$ cat src/fwdt_pkg.sv
package fwdt_pkg;
  // Register map: one aligned word
  localparam logic [11:0] CTRL_OFS      = 12'h0000;
  localparam logic [7:0]  CTRL_RST      = 8'h7F;
  localparam int          ACT_BIT       = 7;
  localparam int          TOP_BIT       = 6;
  // Prescaler: decrement every 16384 internal oscillator cycles
  localparam int          PRESC_CYCLES  = 16384;
  localparam int          PRESC_W       = 14;
  // Reset pulse length, 30 us at 25 MHz
  localparam int          RST_PULSE_NS  = 30000;
  localparam int          CLK_PERIOD_NS = 40;
  localparam int          RST_PULSE_CYC = RST_PULSE_NS / CLK_PERIOD_NS;
  localparam int          PULSE_W       = 10;

  typedef struct packed {
    logic       act;
    logic [6:0] cnt;
  } fwdt_ctrl_t;

  typedef struct packed {
    logic        sel;
    logic        en;
    logic        wr;
    logic [11:0] addr;
    logic [31:0] wdata;
  } fwdt_apb_req_t;
endpackage

$ cat src/fwdt_presc.sv
`timescale 1ns/1ps
module fwdt_presc (
  input  wire logic clk,  // System clock
  input  wire logic arst_n,  // Async reset, low
  output logic      tick  // One-cycle decrement enable
);
  typedef struct packed {
    logic [fwdt_pkg::PRESC_W-1:0] div;
    logic                         tick;
  } fwdt_presc_st_t;

  fwdt_presc_st_t st_r;
  fwdt_presc_st_t st_nxt;

  // Free-running divider; never cleared by register writes
  always_comb begin
    st_nxt      = st_r;
    st_nxt.div  = st_r.div + 1'b1;
    st_nxt.tick = (st_r.div == fwdt_pkg::PRESC_W'(fwdt_pkg::PRESC_CYCLES - 1));
  end

  always_ff @(posedge clk or negedge arst_n) begin
    if (!arst_n) begin
      st_r <= '0;
    end else begin
      st_r <= st_nxt;
    end
  end

  assign tick = st_r.tick;
endmodule

$ cat src/fwdt_pulse.sv
`timescale 1ns/1ps
module fwdt_pulse (
  input  wire logic clk,  // System clock
  input  wire logic arst_n,  // Async reset, low
  input  wire logic trig,  // Start reset pulse
  output logic      rst_n_out  // Reset line, low while pulsing
);
  typedef struct packed {
    logic [fwdt_pkg::PULSE_W-1:0] cnt;
    logic                         low;
  } fwdt_pulse_st_t;

  fwdt_pulse_st_t st_r;
  fwdt_pulse_st_t st_nxt;

  // Fixed-length low pulse; retrigger during a pulse is absorbed
  always_comb begin
    st_nxt = st_r;
    if (st_r.low) begin
      if (st_r.cnt == fwdt_pkg::PULSE_W'(1)) begin
        st_nxt.low = 1'b0;
      end
      st_nxt.cnt = st_r.cnt - 1'b1;
    end else if (trig) begin
      st_nxt.low = 1'b1;
      st_nxt.cnt = fwdt_pkg::PULSE_W'(fwdt_pkg::RST_PULSE_CYC);
    end
  end

  always_ff @(posedge clk or negedge arst_n) begin
    if (!arst_n) begin
      st_r <= '0;
    end else begin
      st_r <= st_nxt;
    end
  end

  assign rst_n_out = ~st_r.low;
endmodule

$ cat src/fwdt_top.sv
// The APB register port and the address map were left to the implementer.
`timescale 1ns/1ps
module fwdt_top (
  input  wire logic        SYS_CLK,  // 25 MHz clock
  input  wire logic        ARST_N,  // Async reset, low
  input  wire logic        PSEL,  // APB select
  input  wire logic        PENABLE,  // APB enable
  input  wire logic        PWRITE,  // APB direction
  input  wire logic [11:0] PADDR,  // APB byte address
  input  wire logic [31:0] PWDATA,  // APB write data
  output logic      [31:0] PRDATA,  // APB read data
  output logic             PREADY,  // APB ready
  output logic             PSLVERR,  // APB error
  input  wire logic        HALT_EXEC,  // Halt instruction pulse
  input  wire logic        HALT_RESET_OPTION,  // Halt causes reset
  input  wire logic        HW_WDG_OPTION,  // Hardware watchdog mode
  output logic             WDG_RST_N  // Reset line, low active
);
  typedef enum logic [1:0] {
    ST_IDLE = 2'b00,
    ST_ACC  = 2'b01
  } fwdt_bus_t;

  typedef struct packed {
    fwdt_pkg::fwdt_ctrl_t ctrl;
    fwdt_bus_t            bus;
    logic [31:0]          rdata;
    logic                 ready;
    logic                 err;
    logic                 trig;
    logic                 rst_n;
  } fwdt_st_t;

  fwdt_st_t              st_r;
  fwdt_st_t              st_nxt;
  fwdt_pkg::fwdt_apb_req_t req;
  logic                  tick;
  logic                  pulse_n;
  logic                  active;
  logic                  hit;
  logic                  wr_acc;
  logic [6:0]            dec_cnt;

  function automatic logic addr_hit(input logic [11:0] a);
    return a == fwdt_pkg::CTRL_OFS;
  endfunction

  assign req = '{sel: PSEL, en: PENABLE, wr: PWRITE, addr: PADDR, wdata: PWDATA};

  // Prescaler never reset by writes, so timeout spans a min and max
  fwdt_presc i_fwdt_presc (
    .clk    (SYS_CLK),
    .arst_n (ARST_N),
    .tick   (tick)
  );

  fwdt_pulse i_fwdt_pulse (
    .clk       (SYS_CLK),
    .arst_n    (ARST_N),
    .trig      (st_r.trig),
    .rst_n_out (pulse_n)
  );

  // Hardware option overrides the activation bit
  assign active  = HW_WDG_OPTION | st_r.ctrl.act;
  assign hit     = addr_hit(req.addr);
  assign wr_acc  = req.sel & req.en & st_r.ready & req.wr & hit;
  assign dec_cnt = st_r.ctrl.cnt - 7'h01;

  // Counter, activation, bus answer and reset triggers
  always_comb begin
    st_nxt       = st_r;
    st_nxt.trig  = 1'b0;
    st_nxt.ready = 1'b0;
    st_nxt.err   = 1'b0;
    // Line is re-registered here so the pin comes straight off a flop
    st_nxt.rst_n = pulse_n;
    if (tick) begin
      st_nxt.ctrl.cnt = dec_cnt;
      if (active && st_r.ctrl.cnt == 7'h40) begin
        st_nxt.trig = 1'b1;
      end
    end
    if (wr_acc) begin
      // Write loads all counter bits; a zero never clears activation
      st_nxt.ctrl.cnt = req.wdata[fwdt_pkg::TOP_BIT:0];
      st_nxt.ctrl.act = st_r.ctrl.act | req.wdata[fwdt_pkg::ACT_BIT];
      st_nxt.trig     = 1'b0;  // A reload in the same cycle beats the roll
      if ((active || req.wdata[fwdt_pkg::ACT_BIT]) && !req.wdata[fwdt_pkg::TOP_BIT]) begin
        st_nxt.trig = 1'b1;
      end
    end
    if (HALT_EXEC && active && HALT_RESET_OPTION) begin
      st_nxt.trig = 1'b1;
    end
    // APB: one wait state, ready in the second access cycle
    unique case (st_r.bus)
      ST_IDLE: begin
        if (req.sel && req.en && !st_r.ready) begin
          st_nxt.bus   = ST_ACC;
          st_nxt.ready = 1'b1;
          st_nxt.err   = ~hit;
          st_nxt.rdata = hit ? {24'h0000_00, st_r.ctrl.act, st_r.ctrl.cnt} : 32'h0000_0000;
        end
      end
      ST_ACC: begin
        st_nxt.bus = ST_IDLE;
      end
      default: begin
        st_nxt.bus = ST_IDLE;
      end
    endcase
  end

  // Reset leaves the register at 7Fh, watchdog inactive unless HW_WDG_OPTION is set
  always_ff @(posedge SYS_CLK or negedge ARST_N) begin
    if (!ARST_N) begin
      st_r      <= '0;
      st_r.ctrl <= fwdt_pkg::CTRL_RST;
      st_r.bus   <= ST_IDLE;
      st_r.rst_n <= 1'b1;
    end else begin
      st_r      <= st_nxt;
    end
  end

  assign PRDATA    = st_r.rdata;
  assign PREADY    = st_r.ready;
  assign PSLVERR   = st_r.err;
  assign WDG_RST_N = st_r.rst_n;

  // Counter and prescaler: the count runs whether or not the watchdog is armed
  a_tick_dec: assert property (@(posedge SYS_CLK) disable iff (!ARST_N)
    tick && !wr_acc |=> st_r.ctrl.cnt == $past(st_r.ctrl.cnt) - 7'h01)
    else $error("counter did not decrement on tick");

  a_no_tick_hold: assert property (@(posedge SYS_CLK) disable iff (!ARST_N)
    !tick && !wr_acc |=> st_r.ctrl.cnt == $past(st_r.ctrl.cnt))
    else $error("counter moved without tick");

  a_cnt_wraps: assert property (@(posedge SYS_CLK) disable iff (!ARST_N)
    tick && !wr_acc && st_r.ctrl.cnt == 7'h00 |=> st_r.ctrl.cnt == 7'h7F)
    else $error("counter did not wrap past zero");

  a_tick_gap: assert property (@(posedge SYS_CLK) disable iff (!ARST_N)
    tick |=> (!tick)[*8])
    else $error("prescaler ticks too close together");

  a_tick_keeps_act: assert property (@(posedge SYS_CLK) disable iff (!ARST_N)
    tick && !wr_acc |=> st_r.ctrl.act == $past(st_r.ctrl.act))
    else $error("activation changed on a tick");

  // Activation and the hardware option
  a_act_sticky: assert property (@(posedge SYS_CLK) disable iff (!ARST_N)
    st_r.ctrl.act |=> st_r.ctrl.act)
    else $error("activation bit cleared without reset");

  a_act_by_write: assert property (@(posedge SYS_CLK) disable iff (!ARST_N)
    $rose(st_r.ctrl.act) |-> $past(wr_acc))
    else $error("activation set without write");

  a_act_write_set: assert property (@(posedge SYS_CLK) disable iff (!ARST_N)
    wr_acc && req.wdata[7] |=> st_r.ctrl.act)
    else $error("write of one did not activate");

  a_act_zero_keep: assert property (@(posedge SYS_CLK) disable iff (!ARST_N)
    wr_acc && !req.wdata[7] |=> st_r.ctrl.act == $past(st_r.ctrl.act))
    else $error("write of zero changed activation");

  a_hw_halt: assert property (@(posedge SYS_CLK) disable iff (!ARST_N)
    HALT_EXEC && HW_WDG_OPTION && HALT_RESET_OPTION |=> st_r.trig)
    else $error("hardware mode halt gave no reset");

  a_hw_roll: assert property (@(posedge SYS_CLK) disable iff (!ARST_N)
    tick && HW_WDG_OPTION && st_r.ctrl.cnt == 7'h40 && !wr_acc |=> st_r.trig)
    else $error("hardware mode roll gave no reset");

  a_hw_sw_reset: assert property (@(posedge SYS_CLK) disable iff (!ARST_N)
    wr_acc && HW_WDG_OPTION && !req.wdata[6] |=> st_r.trig)
    else $error("hardware mode top bit clear gave no reset");

  // Reset generation and the reset line
  a_roll_reset: assert property (@(posedge SYS_CLK) disable iff (!ARST_N)
    tick && active && st_r.ctrl.cnt == 7'h40 && !wr_acc |-> ##3 !WDG_RST_N)
    else $error("no reset on 40h to 3Fh roll");

  a_sw_reset: assert property (@(posedge SYS_CLK) disable iff (!ARST_N)
    wr_acc && req.wdata[7] && !req.wdata[6] |-> ##3 !WDG_RST_N)
    else $error("software reset write ignored");

  a_halt_reset: assert property (@(posedge SYS_CLK) disable iff (!ARST_N)
    HALT_EXEC && active && HALT_RESET_OPTION |=> st_r.trig)
    else $error("halt did not trigger reset");

  a_inactive_quiet: assert property (@(posedge SYS_CLK) disable iff (!ARST_N)
    !active && !HALT_EXEC && !wr_acc |=> !st_r.trig)
    else $error("reset triggered while inactive");

  a_roll_only_40: assert property (@(posedge SYS_CLK) disable iff (!ARST_N)
    tick && st_r.ctrl.cnt != 7'h40 && !HALT_EXEC && !wr_acc |=> !st_r.trig)
    else $error("reset triggered off the roll point");

  a_top_set_safe: assert property (@(posedge SYS_CLK) disable iff (!ARST_N)
    wr_acc && req.wdata[6] && !HALT_EXEC |=> !st_r.trig)
    else $error("reset triggered by a safe reload");

  a_halt_no_option: assert property (@(posedge SYS_CLK) disable iff (!ARST_N)
    HALT_EXEC && !HALT_RESET_OPTION && !tick && !wr_acc |=> !st_r.trig)
    else $error("halt reset without the option");

  a_trig_single: assert property (@(posedge SYS_CLK) disable iff (!ARST_N)
    st_r.trig && !HALT_EXEC && !tick && !wr_acc |=> !st_r.trig)
    else $error("reset trigger stuck high");

  a_trig_has_cause: assert property (@(posedge SYS_CLK) disable iff (!ARST_N)
    st_r.trig |-> $past(tick || wr_acc || HALT_EXEC))
    else $error("reset trigger without a cause");

  a_trig_to_line: assert property (@(posedge SYS_CLK) disable iff (!ARST_N)
    st_r.trig && pulse_n |-> ##2 !WDG_RST_N)
    else $error("trigger did not reach the reset line");

  a_line_follows: assert property (@(posedge SYS_CLK) disable iff (!ARST_N)
    1'b1 |=> WDG_RST_N == $past(pulse_n))
    else $error("reset line does not follow the pulse");

  a_pulse_hold: assert property (@(posedge SYS_CLK) disable iff (!ARST_N)
    $fell(WDG_RST_N) |-> (!WDG_RST_N)[*8])
    else $error("reset pulse too short");

  a_pulse_from_trig: assert property (@(posedge SYS_CLK) disable iff (!ARST_N)
    $fell(WDG_RST_N) |-> $past(st_r.trig, 2))
    else $error("reset pulse without a trigger");

  // Register bus answers
  a_ready_pulse: assert property (@(posedge SYS_CLK) disable iff (!ARST_N)
    PREADY |=> !PREADY)
    else $error("ready held longer than one cycle");

  a_err_with_ready: assert property (@(posedge SYS_CLK) disable iff (!ARST_N)
    PSLVERR |-> PREADY)
    else $error("error flag without ready");

  a_ready_on_access: assert property (@(posedge SYS_CLK) disable iff (!ARST_N)
    PREADY |-> $past(PSEL && PENABLE))
    else $error("ready without an access phase");

  a_miss_answer: assert property (@(posedge SYS_CLK) disable iff (!ARST_N)
    PSEL && PENABLE && !PREADY && st_r.bus == ST_IDLE && !hit |=> PREADY && PSLVERR)
    else $error("unmapped access not refused");

  a_hit_answer: assert property (@(posedge SYS_CLK) disable iff (!ARST_N)
    PSEL && PENABLE && !PREADY && st_r.bus == ST_IDLE && hit |=> PREADY && !PSLVERR)
    else $error("mapped access not answered");

  a_read_upper: assert property (@(posedge SYS_CLK) disable iff (!ARST_N)
    PREADY |-> PRDATA[31:8] == 24'h0000_00)
    else $error("upper read bits not zero");

  a_read_value: assert property (@(posedge SYS_CLK) disable iff (!ARST_N)
    PREADY && !PSLVERR |-> PRDATA[7:0] == $past(st_r.ctrl))
    else $error("read data differs from register");

  a_miss_zero: assert property (@(posedge SYS_CLK) disable iff (!ARST_N)
    PSLVERR |-> PRDATA == 32'h0000_0000)
    else $error("refused read returned data");

  a_miss_no_write: assert property (@(posedge SYS_CLK) disable iff (!ARST_N)
    PSEL && PENABLE && PREADY && PWRITE && !hit && !tick |=> st_r.ctrl == $past(st_r.ctrl))
    else $error("unmapped write changed register");

  a_read_no_effect: assert property (@(posedge SYS_CLK) disable iff (!ARST_N)
    PSEL && PENABLE && PREADY && !PWRITE && !tick |=> st_r.ctrl == $past(st_r.ctrl))
    else $error("read changed register");

  a_write_load: assert property (@(posedge SYS_CLK) disable iff (!ARST_N)
    wr_acc |=> st_r.ctrl.cnt == $past(req.wdata[6:0]))
    else $error("write did not load counter");

  // State seen at the first edge after reset is released
  a_reset_state: assert property (@(posedge SYS_CLK) disable iff (!ARST_N)
    $rose(ARST_N) |-> st_r.ctrl == fwdt_pkg::CTRL_RST)
    else $error("register not at reset value");

  a_reset_outputs: assert property (@(posedge SYS_CLK) disable iff (!ARST_N)
    $rose(ARST_N) |-> WDG_RST_N && !PREADY && !PSLVERR && !st_r.ctrl.act)
    else $error("outputs or activation wrong after reset");
endmodule

$ cat config.mk
export PLATFORM = sky130hd
export DESIGN_NAME = fwdt_top
export DESIGN_NICKNAME = d
export VERILOG_FILES = /design/src/fwdt_pkg.sv /design/src/fwdt_presc.sv /design/src/fwdt_pulse.sv /design/src/fwdt_top.sv
export SDC_FILE = /design/constraint.sdc
export NUM_CORES = 1
export LEC_CHECK = 0
export BUFFER_PORTS_ARGS = -buffer_cell sky130_fd_sc_hd__buf_2
export CAP_MARGIN = 30
export CORE_AREA = 3 3 75 70
export CTS_CLUSTER_DIAMETER = 40
export DETAILED_ROUTE_END_ITERATION = 10
export DIE_AREA = 0 0 78 73
export GPL_TIMING_DRIVEN = 0
export PLACE_DENSITY_LB_ADDON = 0.15
export SYNTH_ARGS = -nofsm -noshare
export SYNTH_HDL_FRONTEND = slang
export SYNTH_SLANG_ARGS = --single-unit
$ cat constraint.sdc
create_clock -name SYS_CLK -period 5.1 [get_ports SYS_CLK]
set_input_delay 1.02 -clock SYS_CLK [delete_from_list [all_inputs] [get_ports SYS_CLK]]
set_output_delay 1.02 -clock SYS_CLK [all_outputs]
set_load 0.03 [all_outputs]
==> summary.md, run 1 <==
| Metric | Value |
|---|---|
| Required time worst endpoint | `5.33 ns` |
| Post-CTS Resized | `0` |
| Reg2Reg Depth | `4` |
| Final slew viol count | `0` |
| Routed len/inst | `~12 µm` |
| Residual DRC | `0` |
| Root buffer cell | `clkbuf_8` |
| Crit start category | `input pin` |
| Worst Hold Class | `reg -> reg` |
| Synth top area cells | `dfrtp_1 41%, buf_4 10%, dfstp_2 8.8%, xnor2_1 4.8%, nand2_1 4.4%` |
| Max clock buf depth | `2` |
| Post-synthesis sequential area ratio | `49.7%` |
| CP Cell Sequence | `buf_2 > or4_1 > or4_1 > buf_2 > or3_1 > nand3_1` |
| Post-synth top flop | `dfrtp_1` |
| CTS Buf Count | `5` |
| Post-Synthesis Cell Area | `2390 µm²` |
| First-pass GRT wire length | `7420 µm` |
| Leakage | `0.00142 µW` |
| DR vias | `1,798` |
| Peak supply drop | `0.228 mV` |
| Status | `finished clean` |
| FF-to-FF End | `i_fwdt_pulse.st_r[9]` |
| Core area | `4490 µm²` |
| Critical-path top delay cell | `or4_1` |
| Row count | `23` |
| CP Buf/Inv Count | `2` |
| HPWL Detailed | `3340 µm` |
| Fillcell total | `between 300 and 400` |
| CTS tree | `built` |
| Min-Delay Path Depth | `1` |
| Initial Util | `roughly 53%` |
| Share of cells above drive strength 1 | `29.2%` |
| Initial antenna violation count | `0` |
| Diodes inserted | `0` |
| Total GRT Usage | `between 10% and 20%` |
| Final setup viols | `0` |
| Sum Neg Setup Slack | `0 ns` |
| Final Hold Viols | `0` |
| RSZ-0062 raised after global routing | `no` |
| CTS Sinks | `47` |
| Area leader, netlist | `dfrtp_1` |
| Max H-tree Level | `2` |
| DR iter-0 viols | `127` |
| Crit-path max cell delay | `between 0.5 and 0.6 ns` |
| Total congestion overflow | `0` |
| Synth top area share | `40.9%` |
| Port bufs | `38` |
| Worst-path maximum fanout | `7` |
| Critical path class | `in -> reg` |
| Worst-skew pair later-pin latency | `between 0.2 and 0.3 ns` |
| Minimum clock period | `about 2.5 ns` |
| Hold EP | `i_fwdt_presc.st_r[14]` |
| Cell count after synthesis | `245` |
| Slew HR | `61.2%` |
| RD Place Congestion | `0.780` |
| Seq cells post-synth | `47` |
| Synthesized area per cell | `9.74 µm²` |
| Period Utilization, post-route | `49.8%` |
| Worst-Margin Slew | `0.580 ns` |
| Warnings from Yosys | `0` |
| Hold_sp | `i_fwdt_presc.st_r[14]` |
| Setup crit end kind | `flop` |
| Via density | `4.77` |
| Die width | `78 µm` |
| Die height | `73 µm` |
| Final WL | `about 4400 µm` |
| Vias in the first global route | `1,692` |
| Setup slack, reg-to-reg | `3.25 ns` |
| Delay-heaviest family, CP | `simple AND/OR/NAND/NOR gates` |
| Post-synth EDFFs | `0` |
| Max_cap viols | `0` |
| Pwr Density | `336 nW/µm²` |
| Synth cell types | `36` |
| # nets final | `371` |
| # Post-CTS Setup Buffers | `0` |
| Layout area overhead | `21.2%` |
| Post-synth ARST share | `100%` |
| Total power | `a little under 1000 µW` |
| Final ANT Viol Nets | `0` |
| Multi-input gate area | `977 µm²` |
| Hold_buf cts | `0` |
| Largest net degree at the start of global routing | `30` |
| Reg clk slew, reported paths | `0.09 ns` |
| Die area | `between 5000 and 6000 µm²` |
| Worst Skew | `around 0.0063 ns` |
| IO Count | `87` |
| Data arrival, critical path | `between 2 and 3 ns` |
| Maximum clock frequency | `394 MHz` |
| R2R Path Start | `i_fwdt_pulse.st_r[5]` |
| Drt pass-1 iters | `4` |
| FF/Latch Area | `1190 µm²` |
layout by cell type (no fill, tap or decap), types with 8 or more instances in the layout:
cell	Yosys	layout
xnor2_1	13	13
dfrtp_1	39	39
nor2_1	15	15
nand3_1	8	8
dfstp_2	8	8
buf_2	2	40
conb_1	1	24
inv_1	10	10
nand2_1	28	28
a21oi_1	19	19
buf_4	32	32
through the flow:
| step | area (µm²) | cells | setup slack (ns) | util (%) | hold WS (ns) |
|---|---|---|---|---|---|
| floorplan | 2470 | 268 | 2.45 | - | 0.434 |
| global placement | 2740 | 368 | 2.26 | 61.1 | 0.455 |
| detailed placement | 2760 | 369 | 2.27 | 61.5 | 0.454 |
| CTS | 2890 | 377 | 2.58 | 64.5 | 0.473 |
| global route | 2890 | 377 | 2.52 | 64.5 | 0.493 |
| finish | 2890 | 377 | 2.56 | 64.5 | 0.468 |
per-layer routing:
metal	global-route usage, %	share of wire [%]	up-vias
met2	27.9	48	43
met3	4.32	4.8	7
li1	-	-	924
met4	5.24	1.2	0
met5	0	0	-
met1	21.0	46	824
worst max-delay path by stage:
stage                     endpoint  slack, ns  cells past startpoint  startpoint
after floorplan            st_r[1]       2.45                      5    PADDR[9]
after global placement     st_r[1]       2.26                      6    PADDR[9]
after detailed placement   st_r[1]       2.27                      6    PADDR[9]
after CTS                  st_r[1]       2.58                      6    PADDR[9]
after global routing       st_r[1]       2.52                      6    PADDR[9]
final                      st_r[1]       2.56                      6    PADDR[9]
cell families (layout without fill, tap and decap cells):
logic type                 count (synthesis)  count (layout)  synth area share, %
adders and majority gates                  5               5                 2.62
and+or+nand+nor                           83              83                 17.3
other                                      1              24                0.157
AOI/OAI and AO/OA                         39              39                 9.80
xor gates and xnor gates                  19              19                 6.97
muxes                                      1               1                0.472
DFF                                       47              47                 49.7
buffers and inverters                     50              97                 13.0
where the power goes:
group          internal (µW)  switching (µW)  leakage [µW]  total [µW]
Combinational           81.5             118      0.000790         200
Sequential               417            40.9      0.000568         457
Clock                    196             118     0.0000654         314
Total                    694             277       0.00142         971
Yosys cell counts (2+ instances only):
master,number
a21oi_1,19
a31oi_1,5
and3_1,2
and4_1,2
buf_2,2
buf_4,32
clkbuf_1,5
dfrtp_1,39
dfstp_2,8
ha_1,5
inv_1,10
nand2_1,28
nand3_1,8
nand4_1,4
nor2_1,15
nor3_1,6
nor3b_1,2
nor4_1,3
o21ai_0,6
o41ai_1,2
or2_2,2
or3_1,4
or3b_2,2
or4_1,5
xnor2_1,13
xor2_1,6
layout make-up:
class | instances | area share [%]
Buffer | 39 | 9.30
Inverter | 11 | 1.43
Clock inverter | 2 | 2.08
Multi-Input combinational cell | 171 | 33.8
Tap cell | 62 | 2.68
Sequential cell | 47 | 41.0
Timing Repair Buffer | 39 | 7.26
Clock buffer | 6 | 2.51
state kept, by name, summed over array words and instances, names as in the netlist:
| signal | count |
|---|---|
| i_fwdt_presc.st_r | 14 |
| PREADY | 1 |
| PRDATA | 8 |
| WDG_RST_N | 1 |
| st_r | 10 |
| PSLVERR | 1 |
| i_fwdt_presc.tick | 1 |
| i_fwdt_pulse.st_r | 11 |
(Power assumes the default switching activity.)
==> run 2: changes to the inputs <==
CORE_AREA = 3 3 78 73   (was 3 3 75 70)
DIE_AREA = 0 0 81 76   (was 0 0 78 73)
clock period = 2.5 ns   (was 5.1 ns; I/O delays follow)
==> summary.md, run 2 (synthesized netlist as in run 1, its figures left out) <==
| Metric | Value |
|---|---|
| Status | `finished clean` |
| IO Count | `87` |
| Worst-Margin Slew | `0.573 ns` |
| Worst-skew pair later-pin latency | `0.29 ns` |
| Slew HR | `between 60% and 70%` |
| Share of cells above drive strength 1 | `28.9%` |
| # Post-CTS Setup Buffers | `0` |
| Drt pass-1 iters | `4` |
| Critical-path top delay cell | `or4_1` |
| Reg2Reg Depth | `4` |
| CTS Buf Count | `5` |
| Most common cell after layout, fill and taps aside | `buf_2` |
| Crit start category | `input pin` |
| Crit-path max cell delay | `0.53 ns` |
| Largest Register | `i_fwdt_presc.st_r` |
| Post-CTS Resized | `0` |
| Largest net degree at the start of global routing | `28` |
| Die width | `between 80 and 90 µm` |
| Initial antenna violation count | `0` |
| Residual DRC | `0` |
| Fillcell total | `437` |
| Layout area overhead | `19.2%` |
| Worst Skew | `0.00511 ns` |
| RSZ-0062 raised after global routing | `no` |
| Commonest non-fill, non-tap cells in the layout | `40 x buf_2, 39 x dfrtp_1, 32 x buf_4, 28 x nand2_1, 24 x conb_1` |
| Vias in the first global route | `1,565` |
| CTS tree | `built` |
| Via density | `approximately 4.7` |
| Inst Count DP | `372` |
| Final Hold Viols | `0` |
| Port bufs | `38` |
| Final ANT Viol Nets | `0` |
| Total GRT Usage | `14.6%` |
| R2R Path Start | `i_fwdt_pulse.st_r[5]` |
| Biggest regs | `i_fwdt_presc.st_r: 14 flops, i_fwdt_pulse.st_r: 11 flops, st_r: 10 flops` |
| Period Utilization, post-route | `81.4%` |
| FF/Latch Area | `1190 µm²` |
| Initial Util | `49.1%` |
| Final slew viol count | `0` |
| RD Place Congestion | `0.841` |
| Max H-tree Level | `2` |
| Final Instance Count excl. Fillers | `380` |
| Max FFs per register | `14` |
| Setup slack, reg-to-reg | `approximately 0.7 ns` |
| Routed len/inst | `11.4 µm` |
| CP Cell Sequence | `buf_2 > or4_1 > or4_1 > buf_2 > or3_1 > nand3_1` |
| Diodes inserted | `0` |
| CTS Sinks | `47` |
| Die height | `76 µm` |
| Max_cap viols | `0` |
| FF-to-FF End | `i_fwdt_pulse.st_r[9]` |
| Row count | `24` |
| # nets final | `371` |
| Root buffer cell | `clkbuf_8` |
| Setup crit end kind | `flop` |
| Core area | `around 4900 µm²` |
| Reg clk slew, reported paths | `0.08 ns` |
| DR vias | `1,779` |
| Data arrival, critical path | `2.26 ns` |
| Multi-input gate area | `977 µm²` |
| DR iter-0 viols | `between 150 and 200` |
| Worst-path maximum fanout | `7` |
| HPWL Detailed | `3270 µm` |
| Worst Hold Class | `in -> async` |
| Cell Area, Placed | `2770 µm²` |
| Maximum clock frequency | `492 MHz` |
| Sum Neg Setup Slack | `0 ns` |
| Minimum clock period | `approximately 2.0 ns` |
| Total congestion overflow | `0` |
| Critical path class | `in -> reg` |
| Final setup viols | `0` |
| First-pass GRT wire length | `between 7000 and 8000 µm` |
| Design area | `2850 µm²` |
| Leakage | `0.00140 µW` |
| Required time worst endpoint | `2.72 ns` |
| Peak supply drop | `0.486 mV` |
| Final WL | `4330 µm` |
| Hold_buf cts | `0` |
| Max clock buf depth | `2` |
| Die area | `6160 µm²` |
| Pwr Density | `621 nW/µm²` |
[run 2: changes by cell type in the layout (fill, tap and decap cells not counted), sizes merged]
cell	before	now
clkbuf	11	12
bufinv	2	0
clkinv	1	2
[run 2: how the worst max path moves through the flow]
stage | from | end | slack (ns)
after CTS | PADDR[9] | st_r[1] | 0.48
after detailed placement | PADDR[9] | st_r[1] | 0.18
after floorplan | PADDR[9] | st_r[1] | 0.37
after global placement | PADDR[9] | st_r[1] | 0.18
after global routing | PADDR[9] | st_r[1] | 0.43
final | PADDR[9] | st_r[1] | 0.47
[run 2: area by class of cell]
class / count / share of cell area [%]
tap: 65 / 2.86
buffer: 39 / 9.45
clock inverter: 1 / 0.176
multi-input combinational: 171 / 34.3
clock buffer: 7 / 2.68
sequential: 47 / 41.7
inverter: 11 / 1.45
timing repair buffer: 39 / 7.38
[run 2: worst max-delay path: cells and delay by family]
kind	cells	cell delay [ns]
buf+inv	2	0.28
simple gates	4	1.48
[run 2: routing by layer]
metal  share of wire (%)  vias up  GRT usage, %
met5                   0        -             0
met4                0.65        0          4.05
met3                 7.4        4          3.19
met2                  45       53          20.8
met1                  47      801          22.2
li1                    -      921             -
[run 2: power breakdown]
group	internal, µW	switching, µW	leakage (µW)
sequential	850	84.3	0.000568
clock	196	233	0.0000422
combinational	166	238	0.000790
total	1210	556	0.00140
[run 2: metrics by stage]
step | hold WS [ns] | worst slack [ns] | power, µW | util, %
after global placement | 0.455 | 0.175 | 1340 | 56.4
after CTS | 0.176 | 0.481 | 1790 | 58.5
after global routing | 0.187 | 0.428 | 1890 | 58.5
after floorplan | 0.204 | 0.373 | 1240 | -
final | 0.169 | 0.466 | 1770 | 58.5
after detailed placement | 0.450 | 0.185 | 1350 | 56.8
